$ cat src/hw/wt_pkg.sv
// Purpose: Shared constants and types for the watch timer and its clock generator.
// Assumes: One 100 MHz clock, clk_sys; registers sit at word addresses on the bus.
// Notes: Rules that the block and its software keep.
// Function
// - Source select picks main clock divided by 256, or generator output.
// - Interval field picks prescaler period from 2^4 to 2^11 source cycles.
// - Watch field gives periods 2^14, 2^13, 2^5, 2^4 source cycles.
// - Watch enable low stops watch function and clears the 5-bit counter.
// - Watch enable high runs the watch function only while global enable is high.
// - Global enable low stops both interval and watch functions, clearing prescaler and 5-bit counter.
// - Global enable high starts the 11-bit prescaler and interval function.
// - Mode control register accepts bit-wise and whole-byte writes.
// - Compare register is 8-bit read/write and sets the generator divide factor.
// - Generator output toggles only when enabled and not disabled, else low.
// - Input select gives generator clock of main, /2, /4 or /8.
// - Generator output half-period is N generator input cycles.
// - Compare value zero acts as divide factor 256.
// - Watch interrupt pulses on each 5-bit counter overflow.
// - Interval interrupt pulses on every selected prescaler tap period.
package wt_pkg;
   // ==========================================================
   // Register map
   localparam int BUS_W = 32;
   localparam int REG_W = 8;
   localparam logic [BUS_W-1:0] IDX_WATCH_MODE_CONTROL = 32'hFFFFF360;
   localparam logic [BUS_W-1:0] IDX_CLOCK_GEN_MODE = 32'hFFFFF368;
   localparam logic [BUS_W-1:0] IDX_CLOCK_GEN_DIVIDE_COMPARE = 32'hFFFFF36A;
   localparam logic [REG_W-1:0] RST_WATCH_MODE_CONTROL = 8'h00;
   localparam logic [REG_W-1:0] RST_CLOCK_GEN_MODE = 8'h00;
   localparam logic [REG_W-1:0] RST_CLOCK_GEN_DIVIDE_COMPARE = 8'h00;
   localparam logic [REG_W-1:0] CLOCK_GEN_MODE_WMASK = 8'h17;
   // ==========================================================
   // Field layouts
   typedef struct packed {
      logic source_select_bit;
      logic [2:0] interval_select;
      logic [1:0] watch_period_select;
      logic watch_function_enable;
      logic global_enable;
   } watch_mode_t;
   typedef struct packed {
      logic [2:0] unused_hi;
      logic generator_enable;
      logic unused_3;
      logic generator_output_disable;
      logic [1:0] generator_input_select;
   } clock_gen_mode_t;
   // ==========================================================
   // Counter geometry
   localparam int MAIN_DIV_W = 8;
   localparam logic [MAIN_DIV_W-1:0] MAIN_DIV_LAST = 8'hFF;
   localparam int PRESC_W = 11;
   localparam logic [3:0] INTERVAL_EXP_BASE = 4'h4;
   localparam logic [3:0] WATCH_TAP_EXP_00 = 4'h9;
   localparam logic [3:0] WATCH_TAP_EXP_01 = 4'h8;
   localparam logic [3:0] WATCH_TAP_EXP_FAST = 4'h0;
   localparam int WCNT_W = 5;
   localparam logic [WCNT_W-1:0] WCNT_LAST_FULL = 5'h1F;
   localparam logic [WCNT_W-1:0] WCNT_LAST_HALF = 5'h0F;
   localparam logic [WCNT_W-1:0] WCNT_ONE = 5'h01;
   localparam int CGIN_DIV_W = 3;
   localparam logic [CGIN_DIV_W-1:0] CGIN_MASK_DIV1 = 3'h0;
   localparam logic [CGIN_DIV_W-1:0] CGIN_MASK_DIV2 = 3'h1;
   localparam logic [CGIN_DIV_W-1:0] CGIN_MASK_DIV4 = 3'h3;
   localparam logic [CGIN_DIV_W-1:0] CGIN_MASK_DIV8 = 3'h7;
   localparam logic [REG_W-1:0] CMP_ONE = 8'h01;
endpackage

$ cat src/hw/clock_gen.sv
// Purpose: Adjustable clock generator producing the alternative prescaler source.
// Assumes: Runs on clk_sys; output is a registered square wave in that domain.
// Notes: Mode changes are expected only while the generator is disabled.
`timescale 1ns/1ps
`default_nettype none
module clock_gen (
   input wire logic clk_sys,
   input wire logic nrst,
   input wire wt_pkg::clock_gen_mode_t mode,
   input wire logic [wt_pkg::REG_W-1:0] compare,
   output logic generator_output_clock,
   output logic generator_rise
);
   import wt_pkg::*;
   logic run;
   logic [CGIN_DIV_W-1:0] in_div_r;
   logic [CGIN_DIV_W-1:0] in_mask;
   logic in_tick;
   logic [REG_W-1:0] half_r;
   logic [REG_W-1:0] half_last;
   // ==========================================================
   // Input clock selection
   assign run = mode.generator_enable && !mode.generator_output_disable;
   always_comb begin
      unique case (mode.generator_input_select)
         2'h0: in_mask = CGIN_MASK_DIV1;
         2'h1: in_mask = CGIN_MASK_DIV2;
         2'h2: in_mask = CGIN_MASK_DIV4;
         2'h3: in_mask = CGIN_MASK_DIV8;
      endcase
   end
   always_ff @(posedge clk_sys or negedge nrst) begin
      if (!nrst) begin
         in_div_r <= '0;
      end else if (!run) begin
         in_div_r <= '0;
      end else begin
         in_div_r <= in_div_r + CGIN_MASK_DIV2;
      end
   end
   assign in_tick = (in_div_r & in_mask) == in_mask;
   // ==========================================================
   // Half-period counter
   // Zero minus one wraps to all ones, so a zero compare counts 256 inputs.
   assign half_last = compare - CMP_ONE;
   always_ff @(posedge clk_sys or negedge nrst) begin
      if (!nrst) begin
         half_r <= '0;
      end else if (!run) begin
         half_r <= '0;
      end else if (in_tick) begin
         half_r <= (half_r == half_last) ? '0 : half_r + CMP_ONE;
      end
   end
   always_ff @(posedge clk_sys or negedge nrst) begin
      if (!nrst) begin
         generator_output_clock <= 1'b0;
         generator_rise <= 1'b0;
      end else if (!run) begin
         generator_output_clock <= 1'b0;
         generator_rise <= 1'b0;
      end else begin
         generator_rise <= 1'b0;
         if (in_tick && half_r == half_last) begin
            generator_output_clock <= !generator_output_clock;
            generator_rise <= !generator_output_clock;
         end
      end
   end
endmodule // clock_gen
`default_nettype wire

$ cat src/hw/watch_timer.sv
// Purpose: Watch timer with interval function and adjustable clock generator.
// Assumes: Memory-mapped slave with word addresses; every access takes one wait state.
// Notes: Interrupt outputs are one-cycle pulses; the system controller latches them.
`timescale 1ns/1ps
`default_nettype none
module watch_timer (
   input wire logic clk_sys,
   input wire logic nrst,
   input wire logic [wt_pkg::BUS_W-1:0] address,
   input wire logic read,
   input wire logic write,
   input wire logic [wt_pkg::BUS_W-1:0] writedata,
   input wire logic [3:0] byteenable,
   output logic [wt_pkg::BUS_W-1:0] readdata,
   output logic waitrequest,
   output logic watch_interrupt,
   output logic interval_interrupt,
   output logic generator_output_clock
);
   import wt_pkg::*;

   // ==========================================================
   // Declarations
   watch_mode_t watch_mode_control_r;
   clock_gen_mode_t clock_gen_mode_r;
   logic [REG_W-1:0] clock_gen_divide_compare_r;
   logic [MAIN_DIV_W-1:0] main_div_r;
   logic main_tick_r;
   logic gen_rise;
   logic src_tick;
   logic [PRESC_W-1:0] presc_r;
   logic [PRESC_W-1:0] ivl_mask;
   logic [PRESC_W-1:0] tap_mask;
   logic [3:0] tap_exp;
   logic tap_tick;
   logic ivl_hit;
   logic [WCNT_W-1:0] wcnt_r;
   logic [WCNT_W-1:0] wcnt_last;
   logic watch_run;
   logic req;
   logic take;
   logic done;
   logic byte0;
   logic hit_wmc;
   logic hit_cgm;
   logic hit_cmp;
   logic [REG_W-1:0] rd_byte;

   // ==========================================================
   // Helpers
   // Builds a mask of the n lowest prescaler bits.
   function automatic logic [PRESC_W-1:0] low_mask(input logic [3:0] n);
      logic [PRESC_W-1:0] m;
      m = '0;
      for (int i = 0; i < PRESC_W; i++) begin
         m[i] = (i < int'(n));
      end
      return m;
   endfunction

   // ==========================================================
   // Main clock divided by 256
   // Free running, so the first source tick after a start can come anywhere within the next 256 cycles.
   always_ff @(posedge clk_sys or negedge nrst) begin
      if (!nrst) begin
         main_div_r <= '0;
      end else begin
         main_div_r <= main_div_r + MAIN_DIV_W'(1);
      end
   end

   always_ff @(posedge clk_sys or negedge nrst) begin
      if (!nrst) begin
         main_tick_r <= 1'b0;
      end else begin
         main_tick_r <= (main_div_r == MAIN_DIV_LAST);
      end
   end

   // ==========================================================
   // Clock generator
   clock_gen u_clock_gen (
      .clk_sys(clk_sys),
      .nrst(nrst),
      .mode(clock_gen_mode_r),
      .compare(clock_gen_divide_compare_r),
      .generator_output_clock(generator_output_clock),
      .generator_rise(gen_rise)
   );

   // ==========================================================
   // Prescaler source
   always_comb begin
      if (watch_mode_control_r.source_select_bit) begin
         src_tick = gen_rise;
      end else begin
         src_tick = main_tick_r;
      end
   end

   // ==========================================================
   // 11-bit prescaler
   always_ff @(posedge clk_sys or negedge nrst) begin
      if (!nrst) begin
         presc_r <= '0;
      end else if (!watch_mode_control_r.global_enable) begin
         presc_r <= '0;
      end else if (src_tick) begin
         presc_r <= presc_r + PRESC_W'(1);
      end
   end

   // ==========================================================
   // Interval function
   assign ivl_mask = low_mask(INTERVAL_EXP_BASE
                              + {1'b0, watch_mode_control_r.interval_select});
   assign ivl_hit = watch_mode_control_r.global_enable && src_tick
                    && ((presc_r & ivl_mask) == ivl_mask);

   always_ff @(posedge clk_sys or negedge nrst) begin
      if (!nrst) begin
         interval_interrupt <= 1'b0;
      end else begin
         interval_interrupt <= ivl_hit;
      end
   end

   // ==========================================================
   // Watch function tap
   // The fast settings count every source tick; a 16-count wrap gives 2^4.
   always_comb begin
      unique case (watch_mode_control_r.watch_period_select)
         2'h0: begin
            tap_exp = WATCH_TAP_EXP_00;
            wcnt_last = WCNT_LAST_FULL;
         end
         2'h1: begin
            tap_exp = WATCH_TAP_EXP_01;
            wcnt_last = WCNT_LAST_FULL;
         end
         2'h2: begin
            tap_exp = WATCH_TAP_EXP_FAST;
            wcnt_last = WCNT_LAST_FULL;
         end
         2'h3: begin
            tap_exp = WATCH_TAP_EXP_FAST;
            wcnt_last = WCNT_LAST_HALF;
         end
      endcase
   end

   assign tap_mask = low_mask(tap_exp);
   assign watch_run = watch_mode_control_r.global_enable
                      && watch_mode_control_r.watch_function_enable;
   assign tap_tick = watch_run && src_tick
                     && ((presc_r & tap_mask) == tap_mask);

   // ==========================================================
   // 5-bit watch counter
   always_ff @(posedge clk_sys or negedge nrst) begin
      if (!nrst) begin
         wcnt_r <= '0;
      end else if (!watch_run) begin
         wcnt_r <= '0;
      end else if (tap_tick) begin
         if (wcnt_r == wcnt_last) begin
            wcnt_r <= '0;
         end else begin
            wcnt_r <= wcnt_r + WCNT_ONE;
         end
      end
   end

   always_ff @(posedge clk_sys or negedge nrst) begin
      if (!nrst) begin
         watch_interrupt <= 1'b0;
      end else begin
         watch_interrupt <= tap_tick && (wcnt_r == wcnt_last);
      end
   end

   // ==========================================================
   // Bus handshake
   // One wait state per access lets read data come straight from a flop.
   assign req = read || write;
   assign take = req && waitrequest;
   assign done = req && !waitrequest;
   assign byte0 = byteenable[0];
   assign hit_wmc = (address == IDX_WATCH_MODE_CONTROL);
   assign hit_cgm = (address == IDX_CLOCK_GEN_MODE);
   assign hit_cmp = (address == IDX_CLOCK_GEN_DIVIDE_COMPARE);

   always_ff @(posedge clk_sys or negedge nrst) begin
      if (!nrst) begin
         waitrequest <= 1'b1;
      end else begin
         waitrequest <= !take;
      end
   end

   // ==========================================================
   // Register writes
   // Bit manipulation arrives as a read-modify-write of the whole byte.
   always_ff @(posedge clk_sys or negedge nrst) begin
      if (!nrst) begin
         watch_mode_control_r <= RST_WATCH_MODE_CONTROL;
      end else if (done && write && byte0 && hit_wmc) begin
         watch_mode_control_r <= writedata[REG_W-1:0];
      end
   end

   always_ff @(posedge clk_sys or negedge nrst) begin
      if (!nrst) begin
         clock_gen_mode_r <= RST_CLOCK_GEN_MODE;
      end else if (done && write && byte0 && hit_cgm) begin
         clock_gen_mode_r <= writedata[REG_W-1:0] & CLOCK_GEN_MODE_WMASK;
      end
   end

   always_ff @(posedge clk_sys or negedge nrst) begin
      if (!nrst) begin
         clock_gen_divide_compare_r <= RST_CLOCK_GEN_DIVIDE_COMPARE;
      end else if (done && write && byte0 && hit_cmp) begin
         clock_gen_divide_compare_r <= writedata[REG_W-1:0];
      end
   end

   // ==========================================================
   // Register reads
   // Unmapped addresses read zero and ignore writes.
   always_comb begin
      if (hit_wmc) begin
         rd_byte = watch_mode_control_r;
      end else if (hit_cgm) begin
         rd_byte = clock_gen_mode_r & CLOCK_GEN_MODE_WMASK;
      end else if (hit_cmp) begin
         rd_byte = clock_gen_divide_compare_r;
      end else begin
         rd_byte = '0;
      end
   end

   always_ff @(posedge clk_sys or negedge nrst) begin
      if (!nrst) begin
         readdata <= '0;
      end else if (take && read) begin
         readdata <= {{(BUS_W-REG_W){1'b0}}, rd_byte};
      end
   end
endmodule // watch_timer
`default_nettype wire

$ cat config.mk
export PLATFORM = sky130hd
export DESIGN_NAME = watch_timer
export DESIGN_NICKNAME = d
export VERILOG_FILES = /design/src/hw/wt_pkg.sv /design/src/hw/clock_gen.sv /design/src/hw/watch_timer.sv
export SDC_FILE = /design/constraint.sdc
export NUM_CORES = 1
export LEC_CHECK = 0
export BUFFER_PORTS_ARGS = -buffer_cell sky130_fd_sc_hd__buf_2
export CAP_MARGIN = 20
export CORE_MARGIN = 3
export CORE_UTILIZATION = 47
export DETAILED_ROUTE_END_ITERATION = 12
export GPL_TIMING_DRIVEN = 1
export PLACE_DENSITY = 0.85
export SLEW_MARGIN = 15
export SYNTH_ARGS = -nofsm -noshare
export SYNTH_HDL_FRONTEND = slang
export SYNTH_SLANG_ARGS = --single-unit
export TNS_END_PERCENT = 5
$ cat constraint.sdc
create_clock -name clk_sys -period 2.3 [get_ports clk_sys]
set_clock_uncertainty 0.2 [all_clocks]
set_input_delay 0.115 -clock clk_sys [delete_from_list [all_inputs] [get_ports clk_sys]]
set_output_delay 0.115 -clock clk_sys [all_outputs]
set_load 0.1 [all_outputs]
* Word-level counts from Yosys, hierarchy flattened
Cells that the tools add are included.
** Word-level totals
- Bits in registers :: 69
- Bits in latches :: 0
- Memory bits (writable) :: 0
- Bits in read-only memories :: 0
- Bits of input ports :: 72
- Output and inout bits :: 36
- Memories kept :: 0
** Cells by class
- Add/subtract/negate cells :: 7
- Multiply operators :: 0
- Divide/modulo/power cells :: 0
- Magnitude comparators :: 22
- Equal/unequal tests :: 19
- Shift-type cells :: 0
- Multiplexer cells :: 20
- Bitwise logic cells :: 3
- Reduce and logical (&&, ||, !) cells :: 25
** Operators by type and width (number)
- equality test 32 bit, second input constant :: 3
- two-way mux 8 bit :: 6
- < comparator 3 x 4 -> 1 bit, first input constant :: 8
- < comparator 4 bit, first input constant :: 6
- AND 11 bit :: 2
- equality test 11 bit :: 2
- two-way mux 11 bit :: 2
- adder 8 x 1 -> 8 bit, second input constant :: 2
- logical AND 1 bit :: 16
- < comparator 1 x 4 -> 1 bit, first input constant :: 4
- < comparator 2 x 4 -> 1 bit, first input constant :: 4
- two-way mux 5 bit :: 3
- case mux 3 bit (4 select lines) :: 1
- case mux 4 bit (3 select lines) :: 1
- adder 11 x 1 -> 11 bit, second input constant :: 1
- case mux 5 bit (2 select lines) :: 1
- equality test 2 bit, second input constant :: 4
- equality test 8 bit :: 1
- equality test 8 bit, second input constant :: 1
- subtractor 8 x 1 -> 8 bit, second input constant :: 1
- != test 2 bit, second input constant :: 3
- adder 5 x 1 -> 5 bit, second input constant :: 1
- equality test 5 bit :: 1
- two-way mux 1 bit :: 5
- other kinds (12) :: 17

* Logic depth before layout (Yosys ltp)
- Depth after elaboration :: 9
- Depth in mapped cells :: 8

* Modules after synthesis
Synthesis repeated with hierarchy kept, for this count alone.
** Unflattened totals
- Cells, all modules :: 370
- Area, all modules :: 3902.5 um^2
** Modules (own cells, without submodules)
- watch_timer :: instances 1, cells each 262, area each 2867.8 um^2
- clock_gen :: instances 1, cells each 108, area each 1034.7 um^2

* Worst setup path before layout
Ideal clock, no wire load.
- Kind :: reg-to-reg
- Start point :: register clock_gen_divide_compare_r[0]
- End point :: register u_clock_gen.generator_output_clock
- Library setup time :: 0.078 ns
- Data arrival time :: 1.896 ns
- Required time :: 2.022 ns
- Setup slack :: 0.126 ns
- Cell stages (with the launch flop) :: 9
- Buffers on the path :: 0
- Clock period less this slack :: 2.174 ns
- Cell sequence :: dfrtp_1 > inv_1 > ha_1 > o21ba_2 > a22oi_1 > mux2_2 > o2111ai_1 > or3_1 > a21oi_1
** On the way
- Cells in the longest elaborated chain, start to end :: 4
** Ends and longest elaborated chain
- from (decl) :: line watch_timer.sv:26 : logic [REG_W-1:0] clock_gen_divide_compare_r;
- from (signal assigned) :: line watch_timer.sv:224 : clock_gen_divide_compare_r <= writedata[REG_W-1:0];
- subtractor 8 x 1 -> 8 bit :: line clock_gen.sv:45 : assign half_last = compare - CMP_ONE;
- equality test 8 bit :: line clock_gen.sv:64 : if (in_tick && half_r == half_last) begin
- logical AND 1 bit :: line clock_gen.sv:64
- != test 2 bit (no line)
- to (signal assigned) :: line clock_gen.sv:65 : generator_output_clock <= !generator_output_clock;
- to (decl) :: line clock_gen.sv:11 : output logic generator_output_clock,
Every way passes these cells.
A chain may end at the register's enable or synchronous reset.

* Final worst setup path
Same ends and word-level chain as after synthesis.

==> qor.txt <==
pre-CTS setup slack = -0.04595 ns
number of global-route vias before repair = 2650
fin crit share = 94.64%
H-tree depth = 3
YS warnings = 0
outcome = completed
Synth Cell Area = 3640 µm²
die area = 8836 µm²
Avg Inst Size Synth = 10.52 µm²
number of synthesized flops with an enable pin = 0
final max-slew violation count = 0
hold slack = 0.02075 ns
RSZ-0062 raised after global routing = no
port bufs = 56
register bit total from synthesis = 69
cell taking the most area after synthesis = dfrtp_1
Mapped Cells = 346
Critical Path Source Type = register
Area Overhead vs Synth = 19.53%
CP max FO = 5
die height = 94 µm
initial DRC count = 133
Netlist cell types = 47
drt wl/cell = 13.75 µm
via count = 2772
initial core utilization = 49.39%
Final Worst Setup Slack = 0.1233 ns
Crit. End Element = register
Setup CP Type = register to register
die width = 94 µm
Hold Vio Cnt, Final = 0
synth top area cells = dfrtp_1 47%, xnor2_1 5.3%, buf_4 5.0%
Via density = 5.211
CTS Sinks = 69
FILL cells = 600
global route overflow = 0
core area = 7370 µm²
Top delay family on crit path = compound AO/OA/AOI/OAI gates
CTS tree = done
top cell type's share of synthesized area = 46.75%
drt total wl = 7317 µm
crit-path max cell delay = 0.39 ns
initial antenna violation count = 0
slowest library cell on the worst path = or3_1
Max Freq = 459.4 MHz
Max Cap Viol = 0
gpl congestion = 0.8482
largest net degree at the start of global routing = 46
I/O pins = 108
nets = 506
Slew headroom = 61.39%
list of most frequent post-synthesis cells = 68 x dfrtp_1, 28 x nor2_1, 27 x nand2_1, 24 x buf_4, 22 x xnor2_1
share of layout cells above drive strength 1 = 26.33%
worst slew pin tran = 0.5792 ns
clk_lat worst skew = 0.34 ns
CP Cell Sequence = inv_1, ha_1, o21ba_2, a22oi_1, mux2_2, o2111ai_2, or3_1, a21oi_1
CTS max path bufs = 2
Post-synth ARST share = 100.0%
clock slew at reported path FFs = 0.08 ns
Inserted Clock Buffers = 9
Root Driver = clkbuf_8
Seq/Total Area, Yosys = 47.47%
dpl hpwl = 5359 µm
Req. time, crit path = 2.36 ns
first drt pass iteration count = 4
first-pass GRT wire length = 12140 µm
Global Route Usage Sum = 17.60%
Antenna Nets Post-Route = 0
count leader, synth = dfrtp_1
Peak supply drop = 0.3258 mV
Buf/Inv on CP = 1
Tmin final = 2.177 ns
# setup viols final = 0
diode count = 0
Leak Pwr = 2.063 nW
site row count = 31
CP Data Arrival Time = 2.24 ns
hold crit path type = input port to register
# DRC = 0
power per cell area = 597.8 nW/µm²
Synth Flop Type = dfrtp_1
tightest hold or removal path, cell delays in order:
cell and delay (ns):
buf_2 0.11, nand3_1 0.18, o21ai_0 0.11
sequential cells by signal, indices dropped and copies added (netlist names):
register                            count
u_clock_gen.generator_rise              1
watch_mode_control_r                    8
u_clock_gen.in_div_r                    3
readdata                                8
wcnt_r                                  5
main_tick_r                             1
clock_gen_divide_compare_r              8
presc_r                                11
clock_gen_mode_r                        4
waitrequest                             1
u_clock_gen.generator_output_clock      1
interval_interrupt                      1
watch_interrupt                         1
u_clock_gen.half_r                      8
main_div_r                              8
per-layer routing:
metal | vias up | track usage [%] | share of wire, %
met3 | 13 | 4.487 | 6.4
met1 | 1325 | 22.00 | 42
li1 | 1332 | - | -
met4 | 0 | 6.859 | 2.2
met5 | - | 0 | 0
met2 | 102 | 29.15 | 49
power by group:
part	switching [W]	internal, W
registers	0.00000218	0.00122
clock network	0.000456	0.000638
logic	0.000239	0.0000507
what timing repair did:
item	4_1_cts	5_1_grt
hold buffers	11	0
endpoints found under the setup margin	0	2
setup buffers	0	0
resized for setup	0	2
hold endpoints to repair	45	0
cell type report:
| class | instances | area, µm² | area share, % |
|---|---|---|---|
| timing repair buffer | 78 | 485.5 | 11.16 |
| clock inverter | 6 | 86.33 | 1.984 |
| clock buffer | 10 | 137.6 | 3.164 |
| sequential | 69 | 1728 | 39.72 |
| multi-input combinational | 262 | 1759 | 40.44 |
| inverter | 8 | 30.03 | 0.6903 |
| tap | 99 | 123.9 | 2.847 |
cell usage in the layout (no fill, tap or decap), types with 5 or more instances in the layout:
cell           instances
xor2_1                12
ha_1                   6
o2111ai_1              5
and2_1                11
buf_4                 10
nand2_1               27
nor3_1                 5
inv_1                  8
a21oi_1               12
clkbuf_8              10
mux2i_1                7
mux2_2                14
xnor2_1               22
conb_1                24
nand4_1               11
mux2_4                 8
buf_2                 56
nand3_1               11
nor2_1                28
a22oi_1                6
dlygate4sd3_1         11
o21ai_0               16
nor2b_1                5
dfrtp_1               68
path summary, 6_finish.rpt:
| path | start | endpoint | slack [ns] | cells after the start |
|---|---|---|---|---|
| max | clock_gen_divide_compare_r[0] | u_clock_gen.generator_output_clock | 0.12 | 8 |
| min | read | readdata[5] | 0.02 | 3 |
| max reg2reg | clock_gen_divide_compare_r[0] | u_clock_gen.generator_output_clock | 0.12 | 8 |
| min reg2reg | main_div_r[0] | main_div_r[0] | 0.27 | 1 |
| max in group asynchronous | nrst | main_div_r[1] | 1.16 | 3 |
| min in group asynchronous | nrst | readdata[5] | 0.11 | 2 |
cells by family (layout without fill, tap and decap cells):
kind of cell	after synthesis	in the layout	share of synthesized area, %
multiplexers	29	29	9.557
flip-flops	69	69	47.47
buffers and inverters	38	102	6.875
XOR/XNOR	34	34	8.181
adder cells (fa/ha/maj)	6	6	2.063
other	1	24	0.1030
AND/OR/NAND/NOR	121	121	17.53
AO/OA/AOI/OAI	48	48	8.216
through the flow:
stage / util (%) / setup TNS (ns) / area, µm² / power [W] / instances
global route: 59.03 / 0 / 4350 / 0.002689 / 532
floorplan: - / 0 / 3726 / 0.001474 / 369
detailed placement: 54.35 / -0.4269 / 4005 / 0.001515 / 505
global placement: 54.35 / -0.1880 / 4005 / 0.001513 / 505
CTS: 58.88 / 0 / 4339 / 0.002619 / 532
finish: 59.03 / 0 / 4350 / 0.002601 / 532
Note: power is estimated with default switching activity, not from simulation.
